===== src/rtl/fpc_cfg.svh =====
// fast ethernet coding block: code-groups, lock counts and scrambler constants
// assumes one bit per clock on the line side, five clocks per code-group
`ifndef FPC_CFG_SVH
`define FPC_CFG_SVH

`define FPC_CG_IDLE 5'h1f
`define FPC_CG_SSD1 5'h18
`define FPC_CG_SSD2 5'h11
`define FPC_CG_ESD1 5'h0d
`define FPC_CG_ESD2 5'h07
`define FPC_CG_HALT 5'h04
`define FPC_CG_LPI 5'h00
`define FPC_NIB_LPI 4'h1

`define FPC_CG_BITS 3'h5
`define FPC_CG_LAST 3'h4
`define FPC_ZERO_TAIL 3'h2

`define FPC_LOCK_ONES 7'h58
`define FPC_SSD_ERRS 2'h3

`define FPC_LFSR_SEED 11'h7ff
`define FPC_TAP_HI 10
`define FPC_TAP_LO 8

`define FPC_BUF_W 6
`define FPC_BUF_D 2

`endif


===== src/rtl/fpc_top_note_placeholder.sv =====
`default_nettype none
`default_nettype wire


===== src/rtl/fpc_pkg.sv =====
// state types of the fast ethernet coding block
// assumes nothing from fpc_cfg.svh; the state encodings are written out here
`default_nettype none

package fpc_pkg;

    typedef enum logic [1:0] {
        TX_IDLE = 2'h0,
        TX_SSD2 = 2'h1,
        TX_DATA = 2'h2,
        TX_ESD2 = 2'h3
    } fpc_tx_state_t;

    typedef enum logic [2:0] {
        RX_WAITZ = 3'h0,
        RX_CHKJ = 3'h1,
        RX_CHKK = 3'h2,
        RX_DATA = 3'h3,
        RX_ESD2 = 3'h4,
        RX_LPI = 3'h5
    } fpc_rx_state_t;

endpackage

`default_nettype wire


===== src/rtl/fpc_buf.sv =====
// two-entry valid/ready buffer for transmit nibble words
// assumes both sides on clk_i; depth must be a power of two
`default_nettype none

module fpc_buf #(
    parameter int WIDTH = 6,
    parameter int DEPTH = 2
) (
    input wire logic clk_i,
    input wire logic arst_n_i,
    input wire logic in_valid_i,
    output logic in_ready_o,
    input wire logic [WIDTH-1:0] in_data_i,
    output logic out_valid_o,
    input wire logic out_ready_i,
    output logic [WIDTH-1:0] out_data_o
);
    localparam int AW = (DEPTH > 1) ? $clog2(DEPTH) : 1;
    localparam logic [AW:0] FULL = DEPTH[AW:0];

    logic [WIDTH-1:0] mem_q [DEPTH];
    logic [AW-1:0] wr_q;
    logic [AW-1:0] rd_q;
    logic [AW:0] cnt_q;
    logic push;
    logic pop;

    assign in_ready_o = (cnt_q != FULL);
    assign out_valid_o = (cnt_q != '0);
    assign out_data_o = mem_q[rd_q];
    assign push = in_valid_i && in_ready_o;
    assign pop = out_valid_o && out_ready_i;

    always_ff @(posedge clk_i or negedge arst_n_i)
    begin
        if (!arst_n_i)
        begin
            for (int i = 0; i < DEPTH; i++)
            begin
                mem_q[i] <= '0;
            end
        end
        else if (push)
        begin
            mem_q[wr_q] <= in_data_i;
        end
    end

    always_ff @(posedge clk_i or negedge arst_n_i)
    begin
        if (!arst_n_i)
        begin
            wr_q <= '0;
            rd_q <= '0;
            cnt_q <= '0;
        end
        else
        begin
            if (push)
            begin
                wr_q <= wr_q + 1'b1;
            end
            if (pop)
            begin
                rd_q <= rd_q + 1'b1;
            end
            case ({push, pop})
                2'b10: cnt_q <= cnt_q + 1'b1;
                2'b01: cnt_q <= cnt_q - 1'b1;
                default: cnt_q <= cnt_q;
            endcase
        end
    end
endmodule

`default_nettype wire


===== src/rtl/fpc_top.sv =====
// 100 Mbps physical coding: 4b/5b encode, scramble, nrzi on transmit;
// nrzi decode, descramble lock, alignment and 4b/5b decode on receive
// assumes the mac sits on clk_i; rx_line_i is an asynchronous pin
`default_nettype none
`include "fpc_cfg.svh"

module fpc_top (
    input wire logic clk_i,
    input wire logic arst_n_i,
    input wire logic tx_valid_i,
    output logic tx_ready_o,
    input wire logic tx_en_i,
    input wire logic tx_er_i,
    input wire logic [3:0] txd_i,
    input wire logic scr_bypass_i,
    input wire logic fiber_mode_i,
    output logic tx_line_o,
    input wire logic rx_line_i,
    output logic rx_valid_o,
    output logic rx_dv_o,
    output logic rx_er_o,
    output logic [3:0] rxd_o,
    output logic rx_locked_o
);

    function automatic logic [4:0] fpc_enc(input logic [3:0] nib);
        logic [4:0] cg;
        cg = 5'h1e;
        case (nib)
            4'h0: cg = 5'h1e;
            4'h1: cg = 5'h09;
            4'h2: cg = 5'h14;
            4'h3: cg = 5'h15;
            4'h4: cg = 5'h0a;
            4'h5: cg = 5'h0b;
            4'h6: cg = 5'h0e;
            4'h7: cg = 5'h0f;
            4'h8: cg = 5'h12;
            4'h9: cg = 5'h13;
            4'ha: cg = 5'h16;
            4'hb: cg = 5'h17;
            4'hc: cg = 5'h1a;
            4'hd: cg = 5'h1b;
            4'he: cg = 5'h1c;
            default: cg = 5'h1d;
        endcase
        return cg;
    endfunction

    // returns {valid, nibble}; anything outside the data table is invalid
    function automatic logic [4:0] fpc_dec(input logic [4:0] cg);
        logic [4:0] res;
        res = 5'h00;
        for (int i = 0; i < 16; i++)
        begin
            if (fpc_enc(4'(i)) == cg)
            begin
                res = {1'b1, 4'(i)};
            end
        end
        return res;
    endfunction

    // transmit side
    logic b_valid;
    logic b_ready;
    logic [`FPC_BUF_W-1:0] b_data;
    logic pop_en;
    logic pop_er;
    logic [3:0] pop_d;
    logic [2:0] tx_cnt_q;
    logic tx_ld;
    logic [4:0] tx_sh_q;
    logic [4:0] tx_code;
    logic [4:0] tx_enc;
    fpc_pkg::fpc_tx_state_t tx_st_q;
    fpc_pkg::fpc_tx_state_t tx_st_d;
    logic [10:0] tx_lfsr_q;
    logic tx_key;
    logic tx_byp;
    logic tx_bit;
    logic tx_line_q;

    // two entries let the mac run ahead while the serializer drains a group
    fpc_buf #(
        .WIDTH(`FPC_BUF_W),
        .DEPTH(`FPC_BUF_D)
    ) u_txbuf (
        .clk_i(clk_i),
        .arst_n_i(arst_n_i),
        .in_valid_i(tx_valid_i),
        .in_ready_o(tx_ready_o),
        .in_data_i({tx_en_i, tx_er_i, txd_i}),
        .out_valid_o(b_valid),
        .out_ready_i(b_ready),
        .out_data_o(b_data)
    );

    // an empty buffer reads as an idle word, so underrun mid-frame ends the frame
    assign pop_en = b_valid && b_data[5];
    assign pop_er = b_valid && b_data[4];
    assign pop_d = b_data[3:0];
    assign tx_ld = (tx_cnt_q == `FPC_CG_LAST);
    assign b_ready = tx_ld && (tx_st_q != fpc_pkg::TX_ESD2);
    assign tx_enc = fpc_enc(pop_d);

    always_comb
    begin
        tx_st_d = tx_st_q;
        tx_code = `FPC_CG_IDLE;
        case (tx_st_q)
            fpc_pkg::TX_IDLE:
            begin
                if (pop_en)
                begin
                    tx_code = `FPC_CG_SSD1;
                    tx_st_d = fpc_pkg::TX_SSD2;
                end
                else if (pop_er && pop_d == `FPC_NIB_LPI)
                begin
                    tx_code = `FPC_CG_LPI;
                end
                else
                begin
                    tx_code = `FPC_CG_IDLE;
                end
            end
            fpc_pkg::TX_SSD2:
            begin
                tx_code = `FPC_CG_SSD2;
                tx_st_d = fpc_pkg::TX_DATA;
            end
            fpc_pkg::TX_DATA:
            begin
                if (!pop_en)
                begin
                    tx_code = `FPC_CG_ESD1;
                    tx_st_d = fpc_pkg::TX_ESD2;
                end
                else if (pop_er)
                begin
                    tx_code = `FPC_CG_HALT;
                end
                else
                begin
                    tx_code = tx_enc;
                end
            end
            fpc_pkg::TX_ESD2:
            begin
                tx_code = `FPC_CG_ESD2;
                tx_st_d = fpc_pkg::TX_IDLE;
            end
            default:
            begin
                tx_code = `FPC_CG_IDLE;
                tx_st_d = fpc_pkg::TX_IDLE;
            end
        endcase
    end

    always_ff @(posedge clk_i or negedge arst_n_i)
    begin
        if (!arst_n_i)
        begin
            tx_st_q <= fpc_pkg::TX_IDLE;
        end
        else if (tx_ld)
        begin
            tx_st_q <= tx_st_d;
        end
    end

    // one bit per clock, leftmost code bit first, no gaps between groups
    always_ff @(posedge clk_i or negedge arst_n_i)
    begin
        if (!arst_n_i)
        begin
            tx_cnt_q <= `FPC_CG_LAST;
            tx_sh_q <= `FPC_CG_IDLE;
        end
        else if (tx_ld)
        begin
            tx_cnt_q <= 3'h0;
            tx_sh_q <= tx_code;
        end
        else
        begin
            tx_cnt_q <= tx_cnt_q + 3'h1;
            tx_sh_q <= {tx_sh_q[3:0], 1'b0};
        end
    end

    assign tx_key = tx_lfsr_q[`FPC_TAP_HI] ^ tx_lfsr_q[`FPC_TAP_LO];
    assign tx_byp = scr_bypass_i || fiber_mode_i;
    assign tx_bit = tx_sh_q[4] ^ (tx_key && !tx_byp);

    always_ff @(posedge clk_i or negedge arst_n_i)
    begin
        if (!arst_n_i)
        begin
            tx_lfsr_q <= `FPC_LFSR_SEED;
        end
        else
        begin
            tx_lfsr_q <= {tx_lfsr_q[9:0], tx_key};
        end
    end

    // nrzi: a one toggles the line; there is deliberately no bypass
    always_ff @(posedge clk_i or negedge arst_n_i)
    begin
        if (!arst_n_i)
        begin
            tx_line_q <= 1'b0;
        end
        else
        begin
            tx_line_q <= tx_line_q ^ tx_bit;
        end
    end
    assign tx_line_o = tx_line_q;

    // receive side
    logic rx_s1_q;
    logic rx_s2_q;
    logic rx_prev_q;
    logic rx_nrz;
    logic [10:0] rx_lfsr_q;
    logic rx_key;
    logic rx_ud;
    logic rx_lock_q;
    logic [6:0] rx_ones_q;
    logic [1:0] rx_err_q;
    logic [3:0] rx_hist_q;
    logic [4:0] rx_grp;
    logic [4:0] rx_dec;
    logic [2:0] rx_cnt_q;
    logic [2:0] rx_cnt_d;
    logic rx_last;
    fpc_pkg::fpc_rx_state_t rx_st_q;
    fpc_pkg::fpc_rx_state_t rx_st_d;
    logic rx_drop;
    logic err_inc;
    logic err_clr;
    logic out_pulse;
    logic out_dv;
    logic out_er;
    logic [3:0] out_d;
    logic rx_valid_q;
    logic rx_dv_q;
    logic rx_er_q;
    logic [3:0] rxd_q;

    always_ff @(posedge clk_i or negedge arst_n_i)
    begin
        if (!arst_n_i)
        begin
            rx_s1_q <= 1'b0;
            rx_s2_q <= 1'b0;
            rx_prev_q <= 1'b0;
        end
        else
        begin
            rx_s1_q <= rx_line_i;
            rx_s2_q <= rx_s1_q;
            rx_prev_q <= rx_s2_q;
        end
    end

    assign rx_nrz = rx_s2_q ^ rx_prev_q;
    assign rx_key = rx_lfsr_q[`FPC_TAP_HI] ^ rx_lfsr_q[`FPC_TAP_LO];
    // unlocked, the register is loaded from inverted line bits, which equal
    // the key while idles arrive; so the same xor serves as the idle check
    assign rx_ud = fiber_mode_i ? rx_nrz : (rx_nrz ^ rx_key);

    always_ff @(posedge clk_i or negedge arst_n_i)
    begin
        if (!arst_n_i)
        begin
            rx_lfsr_q <= `FPC_LFSR_SEED;
        end
        else if (rx_lock_q)
        begin
            rx_lfsr_q <= {rx_lfsr_q[9:0], rx_key};
        end
        else
        begin
            rx_lfsr_q <= {rx_lfsr_q[9:0], ~rx_nrz};
        end
    end

    always_ff @(posedge clk_i or negedge arst_n_i)
    begin
        if (!arst_n_i)
        begin
            rx_lock_q <= 1'b0;
            rx_ones_q <= 7'h00;
        end
        else if (!rx_lock_q)
        begin
            if (!rx_ud)
            begin
                rx_ones_q <= 7'h00;
            end
            else if (rx_ones_q == `FPC_LOCK_ONES - 7'h01)
            begin
                rx_lock_q <= 1'b1;
                rx_ones_q <= 7'h00;
            end
            else
            begin
                rx_ones_q <= rx_ones_q + 7'h01;
            end
        end
        else if (rx_drop)
        begin
            rx_lock_q <= 1'b0;
        end
    end

    always_ff @(posedge clk_i or negedge arst_n_i)
    begin
        if (!arst_n_i)
        begin
            rx_err_q <= 2'h0;
        end
        else if (!rx_lock_q || err_clr)
        begin
            rx_err_q <= 2'h0;
        end
        else if (err_inc)
        begin
            rx_err_q <= rx_err_q + 2'h1;
        end
    end

    always_ff @(posedge clk_i or negedge arst_n_i)
    begin
        if (!arst_n_i)
        begin
            rx_hist_q <= 4'hf;
        end
        else
        begin
            rx_hist_q <= {rx_hist_q[2:0], rx_ud};
        end
    end

    assign rx_grp = {rx_hist_q, rx_ud};
    assign rx_dec = fpc_dec(rx_grp);
    assign rx_last = (rx_cnt_q == 3'h1);

    always_comb
    begin
        rx_st_d = rx_st_q;
        rx_cnt_d = rx_cnt_q - 3'h1;
        rx_drop = 1'b0;
        err_inc = 1'b0;
        err_clr = 1'b0;
        out_pulse = 1'b0;
        out_dv = 1'b0;
        out_er = 1'b0;
        out_d = rx_dec[3:0];
        case (rx_st_q)
            fpc_pkg::RX_WAITZ:
            begin
                // a zero is the third bit of J; two more bits complete it
                if (!rx_ud)
                begin
                    rx_st_d = fpc_pkg::RX_CHKJ;
                    rx_cnt_d = `FPC_ZERO_TAIL;
                end
            end
            fpc_pkg::RX_CHKJ:
            begin
                if (rx_last)
                begin
                    rx_cnt_d = `FPC_CG_BITS;
                    if (rx_grp == `FPC_CG_SSD1)
                    begin
                        rx_st_d = fpc_pkg::RX_CHKK;
                        err_clr = 1'b1;
                    end
                    else
                    begin
                        rx_st_d = fpc_pkg::RX_WAITZ;
                        err_inc = 1'b1;
                        rx_drop = (rx_err_q == `FPC_SSD_ERRS - 2'h1);
                    end
                end
            end
            fpc_pkg::RX_CHKK:
            begin
                if (rx_last)
                begin
                    rx_cnt_d = `FPC_CG_BITS;
                    if (rx_grp == `FPC_CG_SSD2)
                    begin
                        rx_st_d = fpc_pkg::RX_DATA;
                    end
                    else if (rx_grp == `FPC_CG_LPI)
                    begin
                        rx_st_d = fpc_pkg::RX_LPI;
                        out_pulse = 1'b1;
                        out_er = 1'b1;
                        out_d = `FPC_NIB_LPI;
                    end
                    else
                    begin
                        rx_st_d = fpc_pkg::RX_WAITZ;
                        rx_drop = 1'b1;
                    end
                end
            end
            fpc_pkg::RX_DATA:
            begin
                if (rx_last)
                begin
                    rx_cnt_d = `FPC_CG_BITS;
                    out_pulse = 1'b1;
                    if (rx_grp == `FPC_CG_ESD1)
                    begin
                        rx_st_d = fpc_pkg::RX_ESD2;
                    end
                    else
                    begin
                        out_dv = 1'b1;
                        out_er = !rx_dec[4];
                        if (rx_grp == `FPC_CG_IDLE)
                        begin
                            rx_st_d = fpc_pkg::RX_WAITZ;
                        end
                    end
                end
            end
            fpc_pkg::RX_ESD2:
            begin
                if (rx_last)
                begin
                    rx_st_d = fpc_pkg::RX_WAITZ;
                end
            end
            fpc_pkg::RX_LPI:
            begin
                if (rx_last)
                begin
                    rx_cnt_d = `FPC_CG_BITS;
                    if (rx_grp == `FPC_CG_LPI)
                    begin
                        out_pulse = 1'b1;
                        out_er = 1'b1;
                        out_d = `FPC_NIB_LPI;
                    end
                    else
                    begin
                        rx_st_d = fpc_pkg::RX_WAITZ;
                    end
                end
            end
            default:
            begin
                rx_st_d = fpc_pkg::RX_WAITZ;
            end
        endcase
    end

    always_ff @(posedge clk_i or negedge arst_n_i)
    begin
        if (!arst_n_i)
        begin
            rx_st_q <= fpc_pkg::RX_WAITZ;
            rx_cnt_q <= 3'h0;
        end
        else if (!rx_lock_q || rx_drop)
        begin
            rx_st_q <= fpc_pkg::RX_WAITZ;
            rx_cnt_q <= 3'h0;
        end
        else
        begin
            rx_st_q <= rx_st_d;
            rx_cnt_q <= rx_cnt_d;
        end
    end

    always_ff @(posedge clk_i or negedge arst_n_i)
    begin
        if (!arst_n_i)
        begin
            rx_valid_q <= 1'b0;
            rx_dv_q <= 1'b0;
            rx_er_q <= 1'b0;
            rxd_q <= 4'h0;
        end
        else
        begin
            rx_valid_q <= out_pulse && rx_lock_q;
            if (out_pulse && rx_lock_q)
            begin
                rx_dv_q <= out_dv;
                rx_er_q <= out_er;
                rxd_q <= out_d;
            end
        end
    end

    assign rx_valid_o = rx_valid_q;
    assign rx_dv_o = rx_dv_q;
    assign rx_er_o = rx_er_q;
    assign rxd_o = rxd_q;
    assign rx_locked_o = rx_lock_q;
endmodule

`default_nettype wire


===== config.mk =====
export PLATFORM = sky130hd
export DESIGN_NAME = fpc_top
export DESIGN_NICKNAME = d
export VERILOG_FILES = /design/src/rtl/fpc_top_note_placeholder.sv /design/src/rtl/fpc_pkg.sv /design/src/rtl/fpc_buf.sv /design/src/rtl/fpc_top.sv
export VERILOG_INCLUDE_DIRS = /design/src /design/src/rtl
export SDC_FILE = /design/constraint.sdc
export NUM_CORES = 1
export LEC_CHECK = 0
export BUFFER_PORTS_ARGS = -buffer_cell sky130_fd_sc_hd__buf_4
export CAP_MARGIN = 20
export CORE_ASPECT_RATIO = 1.5
export CORE_UTILIZATION = 45
export CTS_CLUSTER_DIAMETER = 60
export DETAILED_ROUTE_END_ITERATION = 16
export GPL_TIMING_DRIVEN = 0
export SYNTH_ARGS = -nofsm -noshare
export SYNTH_HDL_FRONTEND = slang
export SYNTH_SLANG_ARGS = --single-unit
export TNS_END_PERCENT = 30

===== constraint.sdc =====
create_clock -name clk_i -period 5.1 [get_ports clk_i]
set_input_delay 0 -clock clk_i [delete_from_list [all_inputs] [get_ports clk_i]]
set_output_delay 0 -clock clk_i [all_outputs]
set_load 0.01 [all_outputs]

==> key figures <==
Status
  • Status: completed

Clock network
  • Root Buffer Master: clkbuf_16
  • H-tree levels: 3
  • CTS buffer count: 9
  • Worst-Skew Late Latency: 330 ps
  • Clock Sinks: 79
  • Worst-path clk slew: 60 ps
  • Max clock buf depth: 2
  • Resize count post-CTS: 0
  • CTS tree: built

Power
  • Worst-case vdd ir drop: 315.8 uV
  • Power Total: 2.665 mW
  • Clock Power Share: 27.9%
  • Sw Share: 34.12%
  • Sequential power share: 36.5%
  • Combinational Power Share: 35.6%
  • PwrDens: 610.4 nW/um^2
  • Cell-internal power: 1.756 mW
  • Psw: 0.9091 mW
  • Leakage: 1.924 nW

Global routing
  • Gr usage total: 18.47%
  • GRT Residual Overflow: 0
  • First-pass GRT wire length: 11,560 um
  • Vias in the first global route: 2,539
  • Largest net degree at the start of global routing: 80
  • Initial antenna violation count: 0

Synth
  • Synth top area cells: dfrtp_1 32%, dfstp_2 23%, mux2_2 5.0%
  • Synth Register Bits: 79
  • Share of the synthesized area in the top cell type: 32.47%
  • Yosys warnings: 0
  • Largest area contributor in the netlist: dfrtp_1
  • EDFF count, synth: 0
  • Cells after synthesis: 331
  • Main synth FF type: dfrtp_1
  • Syn Area/Cell: 10.94 um^2
  • Syn Nets: 353
  • Synth unique cells: 48
  • Post-synth ARST share: 100.0%
  • Seq/Total Area, Yosys: 55.68%
  • Post-Synthesis Cell Area: 3622 um^2

Timing
  • Final period utilization: 50.93%
  • Fmax: 0.3850 GHz
  • # setup viols final: 0
  • Fin crit period: 2598 ps
  • Slew @ Worst Pin: 958.1 ps
  • Final hold viol count: 0
  • Worst setup margin: 2502 ps
  • Slew headroom: 36.13%
  • Setup TNS: 0 ps
  • Worst Skew: 3.655 ps
  • RSZ-0062 raised after global routing: false
  • Slew Viols, Final: 0

Floorplanning
  • # rows: 39
  • Initial Utilization: 46.98%
  • DIE AREA: 8420 um^2
  • Core area: 7710 um^2
  • Die X-Extent: 75.26 um
  • IO Count: 22
  • Die Y: 111.9 um

Placed design
  • DP HPWL: 4781 um
  • Dpl ws: 2528 ps
  • Placed cell areas: 3908 um^2
  • GPL Wtd Cong: 0.8723
  • IO Port Bufs: 21

Worst setup path
  • CP Launch Point: rx_hist_q[1]$_DFF_PN1_
  • End point of the critical path: rx_st_q[0]$_DFFE_PN0P_
  • Worst EP arrival: 2860 ps
  • Worst setup EP type: flop
  • Cell count of the worst reg-to-reg path: 6
  • CP Launch Type: flop
  • Worst path required time: 5370 ps
  • R2r startpoint: rx_hist_q[1]$_DFF_PN1_
  • Crit Path Class: flop to flop
  • Internal reg-to-reg setup slack: 2500 ps
  • Crit Path Max Fanout: 9
  • Worst reg2reg endpoint: rx_st_q[0]$_DFFE_PN0P_

Route
  • Antenna viol nets, final: 0
  • Via/cell ratio: 5.346
  • Drt initial violations: 161
  • Drt first pass iters: 4
  • Via count: 2,566
  • Per-cell routed wire length: 14.29 um
  • Drt total wl: 6858 um
  • DRC violations left: 0

Cells and area
  • Final Cell Area: 4365 um^2
  • # diodes: 0
  • Net count reported at finish: 395
  • Commonest cells after routing, fill and taps aside: 47 x dfrtp_1, 32 x dfstp_2, 30 x nand2_1
  • Most common cell after layout, fill and taps aside: dfrtp_1
  • Area grow syn2layout: 20.52%
  • Layout cells sized above 1: 23.28%

Worst hold path
  • Min-Delay Path Class: primary input to flop

Job
  • Maxcap violations: 0
per-layer routing:
layer	part of all wire, %	GRT usage [%]	vias to the layer above
li1	-	-	1247
met1	42	21.55	1234
met2	51	30.45	62
met3	3.3	3.529	23
met4	3.7	11.36	0
met5	0	0	-
Yosys cell counts (2+ instances only):
cell type  count
dfrtp_1       47
dfstp_2       32
nand2_1       30
nor2_1        26
o21ai_0       20
a21oi_1       16
mux2_2        16
xnor2_1       15
inv_1         14
nand3_1       11
ha_1          10
nor3_1        10
xor2_1         9
clkbuf_1       8
mux2i_1        6
nand2b_1       5
nor2b_1        5
a31oi_1        4
and3_1         3
nor4_1         3
o211ai_1       3
o22ai_1        3
a221oi_1       2
a2bb2oi_1      2
a32o_1         2
and2_1         2
and4_1         2
nor3b_1        2
o2111ai_1      2
or3_1          2
or4_1          2
metrics by stage:
step                hold WS, ps  util (%)  cells
floorplan                -295.6         -    331
global placement          110.4     50.68    454
detailed placement        110.6     50.68    454
CTS                       14.63     56.62    480
global route              39.15     56.62    480
finish                    13.46     56.62    480
how the worst min path moves through the flow:
stage,startpoint,end,slack (ps),cells after the start
after floorplan,arst_n_i,rx_cnt_q[0]$_DFF_PN0_,-300,0
after global placement,rx_line_i,rx_s1_q$_DFF_PN0_,110,1
after detailed placement,rx_line_i,rx_s1_q$_DFF_PN0_,110,1
after CTS,fiber_mode_i,tx_line_o$_DFF_PN0_,10,4
after global routing,fiber_mode_i,tx_line_o$_DFF_PN0_,40,4
final,fiber_mode_i,tx_line_o$_DFF_PN0_,10,4
sequential cells by signal, summed over array words and instances, names as in the netlist, 4 cells and up:
register / flops
rxd_o: 4
rx_hist_q: 4
rx_ones_q: 7
rx_lfsr_q: 11
u_txbuf.mem_q: 12
tx_lfsr_q: 11
tx_sh_q: 5
final cells by class:
type | instances | area (um^2)
multi-input cells | 229 | 1518
plain buffers | 9 | 35.03
fillers | 704 | 3344
well taps | 102 | 127.6
repair buffers | 31 | 257.7
flip-flops and latches | 79 | 2017
clock inverters | 5 | 82.58
inverters | 14 | 52.55
clock buffers | 11 | 275.3
repair_timing:
item	4_1_cts	5_1_grt
hold buffers	10	0
setup buffers	0	0
hold endpoints to repair	62	0
power by group through the flow:
stage	Sequential (mW)	Clock, mW	Combinational [mW]
after floorplan	0.957	0	0.722
after global placement	0.977	0	0.928
after detailed placement	0.983	0	0.943
after CTS	0.973	0.765	0.957
after global routing	1.00	0.793	1.06
final	0.972	0.744	0.949
kinds of logic after synthesis:
family,Yosys count,synth area share (%)
and+or+nand+nor,109,14.78
DFF,79,55.68
AOI/OAI and AO/OA,64,11.23
xor gates and xnor gates,24,5.803
buffers and inverters,23,2.418
muxes,22,6.632
adders and majority gates,10,3.454
worst max-delay path, cell delays in order (launching register included):
cell and delay (ps):
dfstp_2 520, clkbuf_1 320, nand2_1 170, or4_1 530, a221o_1 400, or4_1 490, nand3_1 100
No activity file was read; power rests on OpenSTA's default activity.
